$ cat config.mk
export PLATFORM = sky130hd
export DESIGN_NAME = cpms_prog_addr
export DESIGN_NICKNAME = d
export VERILOG_FILES = /design/src/rtl/cpms_prog_addr.v /design/src/rtl/cpms_ret_stack.v
export VERILOG_INCLUDE_DIRS = /design/src /design/src/rtl
export SDC_FILE = /design/constraint.sdc
export NUM_CORES = 1
export LEC_CHECK = 0
export ABC_CLOCK_PERIOD_IN_PS = 7800
export BUFFER_PORTS_ARGS = -buffer_cell sky130_fd_sc_hd__buf_2
export CORE_ASPECT_RATIO = 0.6
export CORE_MARGIN = 5
export CORE_UTILIZATION = 40
export DETAILED_ROUTE_END_ITERATION = 8
export REMOVE_ABC_BUFFERS = 1
export SLEW_MARGIN = 20
export SYNTH_ARGS = -nofsm -noshare
export SYNTH_HDL_FRONTEND = slang
export SYNTH_HIERARCHICAL = 1
export SYNTH_SLANG_ARGS = --single-unit
$ cat constraint.sdc
create_clock -name clk_i -period 7.8 [get_ports clk_i]
set_input_delay 0.39 -clock clk_i [delete_from_list [all_inputs] [get_ports clk_i]]
set_output_delay 0.39 -clock clk_i [all_outputs]
set_load 0.02 [all_outputs]
$ cat src/rtl/cpms_map.vh
// constants for the program-side addressing block: vectors, sizes, field positions
// assumes inclusion by every design file of the block
// Notes on behaviour
// - sixteen-entry fifteen-bit return stack, separate storage
// - stack overflow/underflow set sticky flags, optional reset
// - two sixteen-bit pointers over one memory space
// - indirect program memory read costs one cycle
// - linear pointer range spans general purpose banks
// - fifteen-bit program counter, fourteen-bit program words
// - program addresses fold into implemented size
// - reset vector zero, interrupt vector four
// - top 128 words low byte high-endurance
// - interrupt saves context to shadows, return restores
// - decoder accepts exactly forty-nine instructions
// - pointer bit fifteen selects program memory, low byte
// - indirect writes never alter program memory
`ifndef CPMS_MAP_VH
`define CPMS_MAP_VH
`define CPMS_PC_W 15
`define CPMS_PW_W 14
`define CPMS_PTR_W 16
`define CPMS_DM_W 12
`define CPMS_STK_DEPTH 16
`define CPMS_STK_IDX_W 4
`define CPMS_RST_VEC 15'h0000
`define CPMS_IRQ_VEC 15'h0004
`define CPMS_PM_WORDS 2048
`define CPMS_HEF_WORDS 128
`define CPMS_PM_SEL_BIT 15
`define CPMS_LIN_BASE 16'h2000
`define CPMS_LIN_TOP_BITS 3'h1
`define CPMS_GPR_PER_BANK 80
`define CPMS_GPR_OFS 7'h20
`define CPMS_LIN_BANKS 32
`define CPMS_NUM_INSTR 49
`define CPMS_CTX_W 32
`endif

$ cat src/rtl/cpms_prog_addr.v
// program counter, return stack, file pointers, indirect access and shadow context
// assumes a flash array on clk_i that presents the word at pm_addr_o in the same cycle
`timescale 1ns/1ns
`include "cpms_map.vh"
module cpms_prog_addr #(
  parameter PM_WORDS = `CPMS_PM_WORDS,
  parameter LIN_BANKS = `CPMS_LIN_BANKS,
  parameter CTX_W = `CPMS_CTX_W
) (
  input wire clk_i,
  input wire sys_rst_i,
  input wire pc_inc_i,
  input wire pc_load_i,
  input wire [`CPMS_PC_W-1:0] pc_target_i,
  input wire call_i,
  input wire ret_i,
  input wire irq_enter_i,
  input wire irq_return_i,
  input wire stack_rst_en_i,
  input wire clr_ovf_i,
  input wire clr_unf_i,
  input wire [5:0] instr_index_i,
  input wire instr_valid_i,
  input wire fp_sel_i,
  input wire fp_wr_lo_i,
  input wire fp_wr_hi_i,
  input wire fp_inc_i,
  input wire [7:0] fp_wdata_i,
  input wire ind_rd_i,
  input wire ind_wr_i,
  input wire ind_sel_i,
  input wire [7:0] ind_wdata_i,
  input wire [`CPMS_PW_W-1:0] pm_rdata_i,
  input wire [CTX_W-1:0] ctx_i,
  output reg [`CPMS_PC_W-1:0] pc_o,
  output reg [`CPMS_PC_W-1:0] pm_addr_o,
  output reg high_endurance_area_o,
  output reg stall_o,
  output reg [7:0] ind_rdata_o,
  output reg ind_rvalid_o,
  output reg [`CPMS_DM_W-1:0] dm_addr_o,
  output reg dm_rd_o,
  output reg dm_wr_o,
  output reg [7:0] dm_wdata_o,
  output reg [`CPMS_PTR_W-1:0] file_pointer0_o,
  output reg [`CPMS_PTR_W-1:0] file_pointer1_o,
  output reg stack_overflow_flag_o,
  output reg stack_underflow_flag_o,
  output reg soft_rst_o,
  output reg [CTX_W-1:0] ctx_o,
  output reg ctx_restore_o,
  output reg instr_illegal_o
);
  localparam PC_W = `CPMS_PC_W;
  localparam PTR_W = `CPMS_PTR_W;
  localparam integer PC_MASK_I = PM_WORDS - 1;
  localparam integer HEF_BASE_I = PM_WORDS - `CPMS_HEF_WORDS;
  localparam integer LIN_SIZE_I = LIN_BANKS * `CPMS_GPR_PER_BANK;
  localparam integer GPR_PB_I = `CPMS_GPR_PER_BANK;
  localparam integer NUM_INSTR_I = `CPMS_NUM_INSTR;
  localparam [PC_W-1:0] PC_MASK = PC_MASK_I[PC_W-1:0];
  localparam [PC_W-1:0] HEF_BASE = HEF_BASE_I[PC_W-1:0];
  localparam [12:0] LIN_SIZE = LIN_SIZE_I[12:0];
  localparam [12:0] GPR_PB = GPR_PB_I[12:0];
  localparam [5:0] NUM_INSTR = NUM_INSTR_I[5:0];
  localparam [PC_W-1:0] ONE_PC = 15'h0001;

  reg [PC_W-1:0] pc_ff;
  reg [PTR_W-1:0] fp_ff [0:1];
  reg [PTR_W-1:0] fp_shadow_ff [0:1];
  reg pend_ff;
  reg [PC_W-1:0] nxt_pc;
  reg [PC_W-1:0] nxt_pm_addr;
  wire [PC_W-1:0] stk_top;
  wire stk_ovf;
  wire stk_unf;
  wire do_push = irq_enter_i || call_i;
  wire do_pop = !do_push && (ret_i || irq_return_i);
  wire [PTR_W-1:0] ind_ptr = ind_sel_i ? fp_ff[1] : fp_ff[0];
  wire ind_is_pm = ind_ptr[`CPMS_PM_SEL_BIT];
  wire [12:0] lin_ofs = ind_ptr[12:0];
  wire ind_is_lin = (ind_ptr[15:13] == `CPMS_LIN_TOP_BITS) && (lin_ofs < LIN_SIZE);
  wire ind_is_trad = (ind_ptr[15:12] == 4'h0);
  wire [12:0] lin_bank = lin_ofs / GPR_PB;
  wire [12:0] lin_rem = lin_ofs % GPR_PB;
  wire [`CPMS_DM_W-1:0] lin_addr = {lin_bank[4:0], lin_rem[6:0] + `CPMS_GPR_OFS};
  wire [`CPMS_DM_W-1:0] ind_dm_addr = ind_is_lin ? lin_addr : ind_ptr[`CPMS_DM_W-1:0];
  wire dm_hit = !ind_is_pm && (ind_is_lin || ind_is_trad);
  wire pm_read_start = ind_rd_i && ind_is_pm && !pend_ff;

  cpms_ret_stack #(
    .DEPTH(`CPMS_STK_DEPTH),
    .IDX_W(`CPMS_STK_IDX_W),
    .W(PC_W)
  ) u_stack (
    .clk_i(clk_i),
    .sys_rst_i(sys_rst_i),
    .push_i(do_push),
    .push_data_i(pc_ff),
    .pop_i(do_pop),
    .top_o(stk_top),
    .ovf_o(stk_ovf),
    .unf_o(stk_unf)
  );

  // program counter next value; interrupt entry outranks every other change
  always @* begin
    nxt_pc = pc_ff;
    if (irq_enter_i) begin
      nxt_pc = `CPMS_IRQ_VEC;
    end else if (call_i) begin
      nxt_pc = pc_target_i;
    end else if (ret_i || irq_return_i) begin
      nxt_pc = stk_top;
    end else if (pc_load_i) begin
      nxt_pc = pc_target_i;
    end else if (pc_inc_i && !stall_o && !pm_read_start) begin
      nxt_pc = pc_ff + ONE_PC;
    end
  end

  always @* begin
    if (pm_read_start) begin
      nxt_pm_addr = ind_ptr[PC_W-1:0] & PC_MASK;
    end else begin
      nxt_pm_addr = nxt_pc & PC_MASK;
    end
  end

  always @(posedge clk_i) begin
    if (sys_rst_i) begin
      pc_ff <= `CPMS_RST_VEC;
      pc_o <= `CPMS_RST_VEC;
      pm_addr_o <= `CPMS_RST_VEC;
      high_endurance_area_o <= 1'b0;
    end else begin
      pc_ff <= nxt_pc;
      pc_o <= nxt_pc;
      pm_addr_o <= nxt_pm_addr;
      high_endurance_area_o <= (nxt_pm_addr >= HEF_BASE);
    end
  end

  // program memory reads through a pointer hold the core for one extra cycle
  always @(posedge clk_i) begin
    if (sys_rst_i) begin
      pend_ff <= 1'b0;
      stall_o <= 1'b0;
      ind_rdata_o <= 8'h00;
      ind_rvalid_o <= 1'b0;
    end else begin
      pend_ff <= pm_read_start;
      stall_o <= pm_read_start;
      ind_rvalid_o <= pend_ff;
      if (pend_ff) begin
        ind_rdata_o <= pm_rdata_i[7:0];
      end
    end
  end

  // data memory side; writes aimed at program memory are dropped
  always @(posedge clk_i) begin
    if (sys_rst_i) begin
      dm_addr_o <= {`CPMS_DM_W{1'b0}};
      dm_rd_o <= 1'b0;
      dm_wr_o <= 1'b0;
      dm_wdata_o <= 8'h00;
    end else begin
      dm_rd_o <= ind_rd_i && dm_hit;
      dm_wr_o <= ind_wr_i && dm_hit;
      if ((ind_rd_i || ind_wr_i) && dm_hit) begin
        dm_addr_o <= ind_dm_addr;
        dm_wdata_o <= ind_wdata_i;
      end
    end
  end

  genvar g;
  generate
    for (g = 0; g < 2; g = g + 1) begin : g_fp
      wire sel = (g == 0) ? !fp_sel_i : fp_sel_i;
      always @(posedge clk_i) begin
        if (sys_rst_i) begin
          fp_ff[g] <= {PTR_W{1'b0}};
          fp_shadow_ff[g] <= {PTR_W{1'b0}};
        end else begin
          if (irq_enter_i) begin
            fp_shadow_ff[g] <= fp_ff[g];
          end
          if (irq_return_i && !irq_enter_i) begin
            fp_ff[g] <= fp_shadow_ff[g];
          end else if (sel && fp_wr_hi_i) begin
            fp_ff[g] <= {fp_wdata_i, fp_ff[g][7:0]};
          end else if (sel && fp_wr_lo_i) begin
            fp_ff[g] <= {fp_ff[g][15:8], fp_wdata_i};
          end else if (sel && fp_inc_i) begin
            fp_ff[g] <= fp_ff[g] + 16'h0001;
          end
        end
      end
    end
  endgenerate

  always @(posedge clk_i) begin
    if (sys_rst_i) begin
      file_pointer0_o <= {PTR_W{1'b0}};
      file_pointer1_o <= {PTR_W{1'b0}};
    end else begin
      file_pointer0_o <= fp_ff[0];
      file_pointer1_o <= fp_ff[1];
    end
  end

  // sticky stack fault flags; a new fault wins over a clear in the same cycle
  always @(posedge clk_i) begin
    if (sys_rst_i) begin
      stack_overflow_flag_o <= 1'b0;
      stack_underflow_flag_o <= 1'b0;
      soft_rst_o <= 1'b0;
    end else begin
      if (stk_ovf) begin
        stack_overflow_flag_o <= 1'b1;
      end else if (clr_ovf_i) begin
        stack_overflow_flag_o <= 1'b0;
      end
      if (stk_unf) begin
        stack_underflow_flag_o <= 1'b1;
      end else if (clr_unf_i) begin
        stack_underflow_flag_o <= 1'b0;
      end
      soft_rst_o <= stack_rst_en_i && (stk_ovf || stk_unf);
    end
  end

  // shadow copy of the external core registers
  always @(posedge clk_i) begin
    if (sys_rst_i) begin
      ctx_o <= {CTX_W{1'b0}};
      ctx_restore_o <= 1'b0;
    end else begin
      if (irq_enter_i) begin
        ctx_o <= ctx_i;
      end
      ctx_restore_o <= irq_return_i && !irq_enter_i;
    end
  end

  always @(posedge clk_i) begin
    if (sys_rst_i) begin
      instr_illegal_o <= 1'b0;
    end else begin
      instr_illegal_o <= instr_valid_i && (instr_index_i >= NUM_INSTR);
    end
  end
endmodule // cpms_prog_addr

$ cat src/rtl/cpms_ret_stack.v
// return-address stack: array storage with a four-bit top index
// assumes push and pop never arrive in the same cycle from the caller
`timescale 1ns/1ns
`include "cpms_map.vh"
module cpms_ret_stack #(
  parameter DEPTH = `CPMS_STK_DEPTH,
  parameter IDX_W = `CPMS_STK_IDX_W,
  parameter W = `CPMS_PC_W
) (
  input wire clk_i,
  input wire sys_rst_i,
  input wire push_i,
  input wire [W-1:0] push_data_i,
  input wire pop_i,
  output wire [W-1:0] top_o,
  output wire ovf_o,
  output wire unf_o
);
  reg [W-1:0] mem [0:DEPTH-1];
  reg [IDX_W-1:0] sp_ff;
  reg empty_ff;
  wire full = (sp_ff == DEPTH[IDX_W-1:0] - {{(IDX_W-1){1'b0}}, 1'b1}) && !empty_ff;
  wire [IDX_W-1:0] wr_idx = empty_ff ? {IDX_W{1'b0}} : sp_ff + {{(IDX_W-1){1'b0}}, 1'b1};
  assign ovf_o = push_i && full;
  assign unf_o = pop_i && empty_ff;
  assign top_o = mem[sp_ff];
  always @(posedge clk_i) begin
    if (push_i && !full) begin
      mem[wr_idx] <= push_data_i;
    end
  end
  always @(posedge clk_i) begin
    if (sys_rst_i) begin
      sp_ff <= {IDX_W{1'b0}};
      empty_ff <= 1'b1;
    end else if (push_i && !full) begin
      sp_ff <= wr_idx;
      empty_ff <= 1'b0;
    end else if (pop_i && !empty_ff) begin
      if (sp_ff == {IDX_W{1'b0}}) begin
        empty_ff <= 1'b1;
      end else begin
        sp_ff <= sp_ff - {{(IDX_W-1){1'b0}}, 1'b1};
      end
    end
  end
endmodule // cpms_ret_stack

==> PnR_summary.wiki, run 1 <==
{| class="wikitable"
! Metric !! Value
|-
| Status || completed
|-
| Post-CTS setup buffer count || 0
|-
| Layout cell share with drive strength beyond 1 || around 25%
|-
| Die Footprint || 51740 um^2
|-
| Cell at the root of the clock tree || sky130_fd_sc_hd__clkbuf_16
|-
| Die outline height || ~180 um
|-
| Global-route wire length before repair || 76910 um
|-
| Unrepaired setup endpoints after global routing || no
|-
| Number of buffers on the longest clock path || 3
|-
| IO buf count || between 200 and 250
|-
| Sequential fraction of the synthesis area || 62.94%
|-
| Upper clock frequency limit || ~260 MHz
|-
| Asr flop ratio synth || 0%
|-
| Flop and latch count out of synthesis || approximately 440
|-
| CP Data Required Time || about 8.0 ns
|-
| Iter 0 DRT Violations || ~1200
|-
| Mapped Cells || approximately 1400
|-
| Post-synth EDFFs || around 300
|-
| Post-synthesis cell type count || 90
|-
| Combined global-route utilization of all metal layers || ~19%
|-
| Crit-path max FO || 33
|-
| Worst setup path class || input pin to flop
|-
| Placer Congestion || between 0.8 and 0.9
|-
| Starting utilization of the core area || about two fifths
|-
| Post-route DRC violation count || 0
|-
| Worst slew margin relative to its limit || roughly 28%
|-
| PostCTS Resize Cnt || 0
|-
| Total of hold buffers inserted after clock tree synthesis || 0
|-
| Post-route minimum period || around 3.8 ns
|-
| Setup violators final || 0
|-
| Relative area change from synthesis to final layout || 16.63%
|-
| Hold/Removal Path Class || input pin to flop
|-
| Total wire length after detailed routing || between 50000 and 60000 um
|-
| Post-synth design cell area || about 19000 um^2
|-
| Antenna violations before repair || 3
|-
| Static power due to leakage || between 8 and 9 nW
|-
| Clock transition at the registers of the reported paths || 0.06 ns
|-
| Clock tree from TritonCTS || done
|-
| Per-cell via count in the routed design || ~5.5
|-
| I/O pin count || between 200 and 250
|-
| Detailed-route via count || about 13000
|-
| Layout fillers || roughly 4100
|-
| HPWL after detailed placement || between 30000 and 40000 um
|-
| Setup TNS after final layout || 0 ns
|-
| Routed length per placed instance || ~23 um
|-
| Critical path launch point type || input pin
|-
| Number of nets still failing antenna checks after routing || 0
|-
| Number of max-cap violations || 0
|-
| Total Power Consumption || roughly 5.3 mW
|-
| Average cell area after synthesis || ~13 um^2
|-
| Clock Skews || 0.02769 ns
|-
| Core area || 46480 um^2
|-
| Most used flip-flop cell after synthesis || sky130_fd_sc_hd__edfxtp_1
|-
| Number of pins with negative max-slew slack in the final report || 0
|-
| Worst-margin pin slew || between 1 and 1.5 ns
|-
| CP Capture Type || flop
|-
| Die outline width || around 290 um
|-
| Vias in the first global route || roughly 12000
|-
| Yosys warning count || 6
|-
| Number of buffers created by CTS || 42
|-
| Net count reported at finish || between 1500 and 2000
|-
| Clock Latency Late Sink || just under 0.6 ns
|-
| Final hold violation count || 0
|-
| Maximum vdd ir drop || 173.1 uV
|-
| Arrival time at the worst endpoint || 4.03 ns
|-
| Maximum number of pins on one net before global-route repair || 60
|-
| TritonRoute pass-1 iters || 7
|-
| TritonCTS Sinks || between 400 and 500
|-
| Pwr per Cell Area || approximately 240 nW/um^2
|-
| Share of the clock period used by the worst path || around half
|-
| Row cnt || 61
|-
| Remaining global-route overflow || 0
|-
| Count of H-tree levels built during CTS || 2
|}
[state kept, by name, indices dropped and copies added (netlist names), 11 cells and up, named ones only]
name             flops
ctx_o               32
file_pointer0_o     16
u_stack/mem        240
file_pointer1_o     16
dm_addr_o           12
pc_ff               15
fp_shadow_ff        32
fp_ff               32
pm_addr_o           11
[final timing paths]
| check | endpoint | slack, ns | depth (start not counted) | start |
|---|---|---|---|---|
| worst min register to register | dm_addr_o[11] | 0.45 | 2 | dm_addr_o[11] |
| worst max register to register | dm_addr_o[5] | 4.28 | 11 | fp_ff[1][11] |
| worst max-delay path | fp_ff[1][9] | 3.98 | 11 | irq_enter_i |
| worst min-delay path | instr_illegal_o | 0.05 | 3 | instr_index_i[0] |
[layout make-up]
cell class / instances / area [um^2] / area share (%)
inverters: 19 / 71.32 / 0.3242
clock inverters: 24 / 190.2 / 0.8645
diodes: 4 / 10.01 / 0.04550
clock buffers: 54 / 1146 / 5.210
multi-input cells: 875 / 6520 / 29.64
repair buffers: 260 / 1396 / 6.347
flip-flops and latches: 441 / 11880 / 53.99
well taps: 630 / 788.3 / 3.583
[worst max-delay path, cell delays in order]
cell	delay (ns)
sky130_fd_sc_hd__buf_2	0.09
sky130_fd_sc_hd__buf_4	0.23
sky130_fd_sc_hd__inv_1	0.31
sky130_fd_sc_hd__a21oi_1	0.24
sky130_fd_sc_hd__nand2_1	0.13
sky130_fd_sc_hd__nor2_1	0.06
sky130_fd_sc_hd__and2_1	0.29
sky130_fd_sc_hd__nor2_1	0.64
sky130_fd_sc_hd__and2_0	0.52
sky130_fd_sc_hd__nor2b_1	0.64
sky130_fd_sc_hd__a21oi_1	0.45
[synthesized netlist by cell type (4+ instances only)]
library cell	number	area share (%)
sky130_fd_sc_hd__a2bb2oi_1	5	0.23
sky130_fd_sc_hd__mux4_2	44	5.3
sky130_fd_sc_hd__or3_1	4	0.13
sky130_fd_sc_hd__xor2_1	19	0.88
sky130_fd_sc_hd__o21a_1	4	0.16
sky130_fd_sc_hd__nand3_1	25	0.66
sky130_fd_sc_hd__nor2b_1	37	1.2
sky130_fd_sc_hd__mux2_2	8	0.48
sky130_fd_sc_hd__edfxtp_1	304	48
sky130_fd_sc_hd__mux2i_1	58	3.1
sky130_fd_sc_hd__a211oi_1	8	0.32
sky130_fd_sc_hd__nand2_1	88	1.8
sky130_fd_sc_hd__o21ai_0	46	1.2
sky130_fd_sc_hd__ha_1	5	0.33
sky130_fd_sc_hd__nand4b_1	4	0.19
sky130_fd_sc_hd__buf_4	7	0.28
sky130_fd_sc_hd__nand4_1	9	0.30
sky130_fd_sc_hd__mux4_1	16	2.2
sky130_fd_sc_hd__and2_1	8	0.27
sky130_fd_sc_hd__o211ai_1	4	0.16
sky130_fd_sc_hd__a222oi_1	9	0.48
sky130_fd_sc_hd__buf_1	4	0.080
sky130_fd_sc_hd__dfxtp_1	137	15
sky130_fd_sc_hd__xnor2_1	25	1.2
sky130_fd_sc_hd__o21ai_1	6	0.16
sky130_fd_sc_hd__clkbuf_1	59	1.2
sky130_fd_sc_hd__a22oi_1	47	1.9
sky130_fd_sc_hd__a21oi_1	70	1.9
sky130_fd_sc_hd__nor3_1	22	0.58
sky130_fd_sc_hd__buf_6	7	0.42
sky130_fd_sc_hd__buf_2	9	0.24
sky130_fd_sc_hd__and3_1	44	1.5
sky130_fd_sc_hd__or2_2	10	0.33
sky130_fd_sc_hd__a221oi_1	5	0.23
sky130_fd_sc_hd__nor2_1	161	3.2
sky130_fd_sc_hd__inv_1	17	0.34
[logic make-up (layout without fill, tap and decap cells)]
kind of cell             after synthesis  count (layout)  synth area share, %
XOR/XNOR                              44              44                2.043
adder cells (fa/ha/maj)                7               7               0.4378
multiplexers                         135             135                11.84
AND/OR/NAND/NOR                      433             433                10.97
other                                  1               8              0.01988
flip-flops                           441             441                62.94
AO/OA/AOI/OAI                        252             252                9.075
buffers and inverters                107             357                2.673
[routing by layer]
| layer | up-vias | global-route usage (%) | share of wire, % |
|---|---|---|---|
| li1 | 5804 | - | - |
| met3 | 64 | 5.351 | 9.2 |
| met2 | 501 | 27.47 | 42 |
| met4 | 0 | 4.536 | 2.0 |
| met5 | - | 0 | 0 |
| met1 | 6337 | 29.39 | 46 |
[stage by stage]
| step | area (um^2) | instances | setup WS, ns | hold slack (ns) | utilization [%] |
|---|---|---|---|---|---|
| floorplan | 18440 | 1335 | 3.694 | 0.4567 | - |
| global placement | 20650 | 2225 | 3.540 | 0.4391 | 44.43 |
| detailed placement | 20650 | 2225 | 3.500 | 0.4451 | 44.43 |
| CTS | 21990 | 2303 | 4.086 | 0.01485 | 47.31 |
| global route | 21990 | 2305 | 3.791 | 0.02929 | 47.32 |
| finish | 22000 | 2307 | 3.983 | 0.05126 | 47.33 |
[report_power, final]
group          switching, mW  internal (mW)  leakage [nW]
sequential            0.0958           2.60          4.05
combinational          0.398          0.246          3.59
clock                  0.896           1.08         0.648
total                   1.39           3.93          8.28
[cell usage in the layout (no fill, tap or decap), drive strengths merged, types with 48 or more instances in the layout]
master,count
dfxtp,137
a22oi,48
mux2i,63
buf,260
o21ai,52
mux4,60
edfxtp,304
nand2,88
nor2,163
clkbuf,54
a21oi,70
(Power assumes the default switching activity.)
==> inputs of run 2 (changes only) <==
--- a/config.mk
+++ b/config.mk
@@ -6,7 +6,7 @@
 export SDC_FILE = /design/constraint.sdc
 export NUM_CORES = 1
 export LEC_CHECK = 0
-export ABC_CLOCK_PERIOD_IN_PS = 7800
+export ABC_CLOCK_PERIOD_IN_PS = 3600
 export BUFFER_PORTS_ARGS = -buffer_cell sky130_fd_sc_hd__buf_2
 export CORE_ASPECT_RATIO = 0.6
 export CORE_MARGIN = 5
==> constraint.sdc (replaced) <==
create_clock -name clk_i -period 3.6 [get_ports clk_i]
set_input_delay 0.18 -clock clk_i [delete_from_list [all_inputs] [get_ports clk_i]]
set_output_delay 0.18 -clock clk_i [all_outputs]
set_load 0.02 [all_outputs]
==> PnR_summary.wiki, run 2 (synthesis gave the netlist of run 1 again) <==
{| class="wikitable"
! Metric !! Value
|-
| Clock transition at the registers of the reported paths || 0.07 ns (about the same)
|-
| Iter 0 DRT Violations || 1343 (+11%)
|-
| IO buf count || 223 (unchanged)
|-
| Cell at the root of the clock tree || sky130_fd_sc_hd__clkbuf_16
|-
| Remaining global-route overflow || 0 (unchanged)
|-
| Setup violators final || 0 (unchanged)
|-
| I/O pin count || 234 (unchanged)
|-
| Count of H-tree levels built during CTS || 2 (unchanged)
|-
| Critical path launch point type || flop
|-
| Row cnt || 61 (unchanged)
|-
| Clock share of power || 37.6% (+0.4 points)
|-
| Detailed-route via count || 13400 (+5.5%)
|-
| Maximum vdd ir drop || 310.2 uV (+79%)
|-
| Cells on Worst Hold Path || 3 (unchanged)
|-
| Unrepaired setup endpoints after global routing || no
|-
| Flip-flop count of the largest register after layout || 240 (unchanged)
|-
| TritonCTS Sinks || 441 (unchanged)
|-
| Final-layout worst hold slack || 0.02282 ns (-0.02844 ns)
|-
| Met1 layer wirelength in the final routing || 24530 um (+1.8%)
|-
| Hold/Removal Path Class || input pin to flop
|-
| HPWL after detailed placement || 37220 um (+5.8%)
|-
| Static power due to leakage || 8.804 nW (+6.3%)
|-
| Core area || 46480 um^2 (unchanged)
|-
| Final hold violation count || 0 (unchanged)
|-
| Die Footprint || 51740 um^2 (unchanged)
|-
| Critical register-to-register path startpoint || fp_ff[1][8]
|-
| CP Capture Type || flop
|-
| R2R depth || 11 (unchanged)
|-
| Number of buffers created by CTS || 42 (unchanged)
|-
| Placer Congestion || 0.8875 (+0.85%)
|-
| Total wire length after detailed routing || 54720 um (+5.4%)
|-
| Clock tree from TritonCTS || done
|-
| Net count reported at finish || 1852 (+6.1%)
|-
| Most common library cell in the layout ignoring fill and taps || sky130_fd_sc_hd__edfxtp_1
|-
| Timing startpoint of the critical path || fp_ff[1][8]
|-
| Finished Core Util || 49.56% (+2.2 points)
|-
| Worst-margin pin slew || 1.016 ns (-0.06913 ns)
|-
| Maximum cell stage delay along the critical path || 0.53 ns (-0.11 ns)
|-
| Share of the clock period used by the worst path || 90.05%
|-
| Post-route minimum period || 3.242 ns
|-
| Global-route wire length before repair || 81060 um (+5.4%)
|-
| Met2 wire len || 23310 um (+5.8%)
|-
| Worst slew margin relative to its limit || 32.00% (+4.4 points)
|-
| Layout fillers || 4057 (-2.2%)
|-
| Routed length per placed instance || 22.68 um (+0.82%)
|-
| Top delay family on crit path || compound AO/OA/AOI/OAI gates
|-
| Internal || 8.745 mW (+120%)
|-
| Die outline height || 178.2 um (unchanged)
|-
| Relative area change from synthesis to final layout || 22.14%
|-
| Met3 routed WL || 5461 um (+14%)
|-
| Register with the most flip-flops || u_stack/mem
|-
| Sequence of cells on the critical path || mux2_2 > buf_4 > nand3_1 > a211oi_1 > a2111oi_2 > nand2_1 > mux2_2 > o22ai_1 > a221oi_1 > o21ai_1 > a21oi_1
|-
| TritonRoute pass-1 iters || 7 (unchanged)
|-
| Clock Skews || 0.03738 ns (+0.009685 ns)
|-
| Arrival time at the worst endpoint || 3.71 ns (-0.32 ns)
|-
| Post-route DRC violation count || 0 (unchanged)
|-
| Critical Path Most Common Cell || sky130_fd_sc_hd__mux2_2
|-
| Layout Cell Area excl Fill || 23040 um^2 (+4.7%)
|-
| Fraction of power consumed by combinational cells || 13.5% (+1.4 points)
|-
| Status || completed
|-
| Die outline width || 290.3 um (unchanged)
|-
| Upper clock frequency limit || roughly 300 MHz
|-
| Crit-path max FO || 13 (-61%)
|-
| CP bufs+invs || 1 (-2)
|-
| Switching Share || 26.09% (-0.038 points)
|-
| Top library cells by usage in the layout, fill and taps aside || sky130_fd_sc_hd__edfxtp_1, sky130_fd_sc_hd__buf_2, sky130_fd_sc_hd__nor2_1
|-
| Clock Latency Late Sink || 0.57 ns (about the same)
|-
| Combined global-route utilization of all metal layers || 20.40% (+1.1 points)
|-
| Maximum number of pins on one net before global-route repair || 84 (+40%)
|-
| Number of nets still failing antenna checks after routing || 0 (unchanged)
|-
| Vias in the first global route || 13060 (+7.2%)
|-
| Placement-stage cell area || 20960 um^2 (+1.5%)
|-
| Pwr per Cell Area || 513.6 nW/um^2 (+110%)
|-
| Switching power summed over all nets || 3.087 mW (+120%)
|-
| Worst setup path class || flop to flop
|-
| CP Data Required Time || 4.07 ns (-3.94 ns)
|-
| Number of max-cap violations || 0 (unchanged)
|-
| Per-cell via count in the routed design || 5.556 (+0.88%)
|-
| Hold wc startpoint || fp_wdata_i[6]
|-
| Starting utilization of the core area || 40.58% (unchanged)
|-
| Share of power burned in registers || 49.0% (-1.7 points)
|-
| Number of buffers on the longest clock path || 3 (unchanged)
|-
| Uppermost metal layer occupied by signal nets || met4
|-
| Layout cell share with drive strength beyond 1 || 25.86% (+0.87 points)
|-
| Antenna violations before repair || 3 (unchanged)
|-
| Number of pins with negative max-slew slack in the final report || 0 (unchanged)
|-
| Worst path depth || 11 (unchanged)
|-
| CP max stage cell || sky130_fd_sc_hd__edfxtp_1
|}
run 2: changes by cell type in the layout (fill, tap and decap cells not counted), sizes merged:
| cell | delta |
|---|---|
| buf | +40 |
| bufinv | +1 |
| clkbuf | +2 |
| clkinv | -5 |
| clkinvlp | -1 |
| diode | -1 |
| dlygate4sd3 | +66 |
| inv | +3 |
run 2: power by group through the flow:
stage / Combinational (mW) / Clock (mW) / Sequential (mW)
after floorplan: 0.751 / 0 / 6.01
after global placement: 1.47 / 0 / 5.89
after detailed placement: 1.49 / 0 / 5.90
after CTS: 1.55 / 4.55 / 5.79
after global routing: 1.72 / 4.77 / 5.81
final: 1.59 / 4.45 / 5.79
run 2: area by class of cell:
cell class / count / area (um^2) / share of cell area (%)
antenna: 3 / 7.507 / 0.03259
clock buffer: 56 / 1166 / 5.062
clock inverter: 22 / 212.7 / 0.9233
inverter: 19 / 71.32 / 0.3096
multi-input combinational: 875 / 6520 / 28.30
sequential: 441 / 11880 / 51.55
tap: 630 / 788.3 / 3.422
timing repair buffer: 366 / 2395 / 10.40
run 2: worst reg2reg max path, stage by stage, from the launching register on:
cell and delay, ns:
sky130_fd_sc_hd__edfxtp_1 0.53, sky130_fd_sc_hd__mux2_2 0.44, sky130_fd_sc_hd__buf_4 0.19, sky130_fd_sc_hd__nand3_1 0.08, sky130_fd_sc_hd__a211oi_1 0.08, sky130_fd_sc_hd__a2111oi_2 0.53, sky130_fd_sc_hd__nand2_1 0.38, sky130_fd_sc_hd__mux2_2 0.37
sky130_fd_sc_hd__o22ai_1 0.19, sky130_fd_sc_hd__a221oi_1 0.12, sky130_fd_sc_hd__o21ai_1 0.16, sky130_fd_sc_hd__a21oi_1 0.07
run 2: timing repair:
action | 4_1_cts | 5_1_grt
setup buffers | 0 | 2
gates resized for setup | 0 | 0
hold endpoints to repair | 65 | 0
hold buffers | 66 | 0
setup endpoints to repair | 0 | 1
run 2: metal layers:
metal | up-vias | GRT usage, %
li1 | 6026 | -
met1 | 6658 | 30.18
met2 | 625 | 29.84
met3 | 92 | 5.712
met4 | 0 | 5.132
met5 | - | 0
run 2: worst paths after layout:
kind	slack, ns	end
max	0.36	dm_addr_o[5]
min	0.02	fp_ff[0][14]
max reg2reg	0.36	dm_addr_o[5]
min reg2reg	0.45	dm_wdata_o[1]
run 2: metrics by stage:
| stage | TNS, ns | power [mW] | cells | setup WS [ns] |
|---|---|---|---|---|
| detailed placement | 0 | 7.390 | 2263 | 0.09543 |
| global route | 0 | 12.30 | 2412 | 0.06676 |
| finish | 0 | 11.83 | 2412 | 0.3584 |
| floorplan | -7.663 | 6.758 | 1335 | -0.5058 |
| CTS | 0 | 11.89 | 2407 | 0.2134 |
| global placement | 0 | 7.360 | 2263 | 0.1442 |
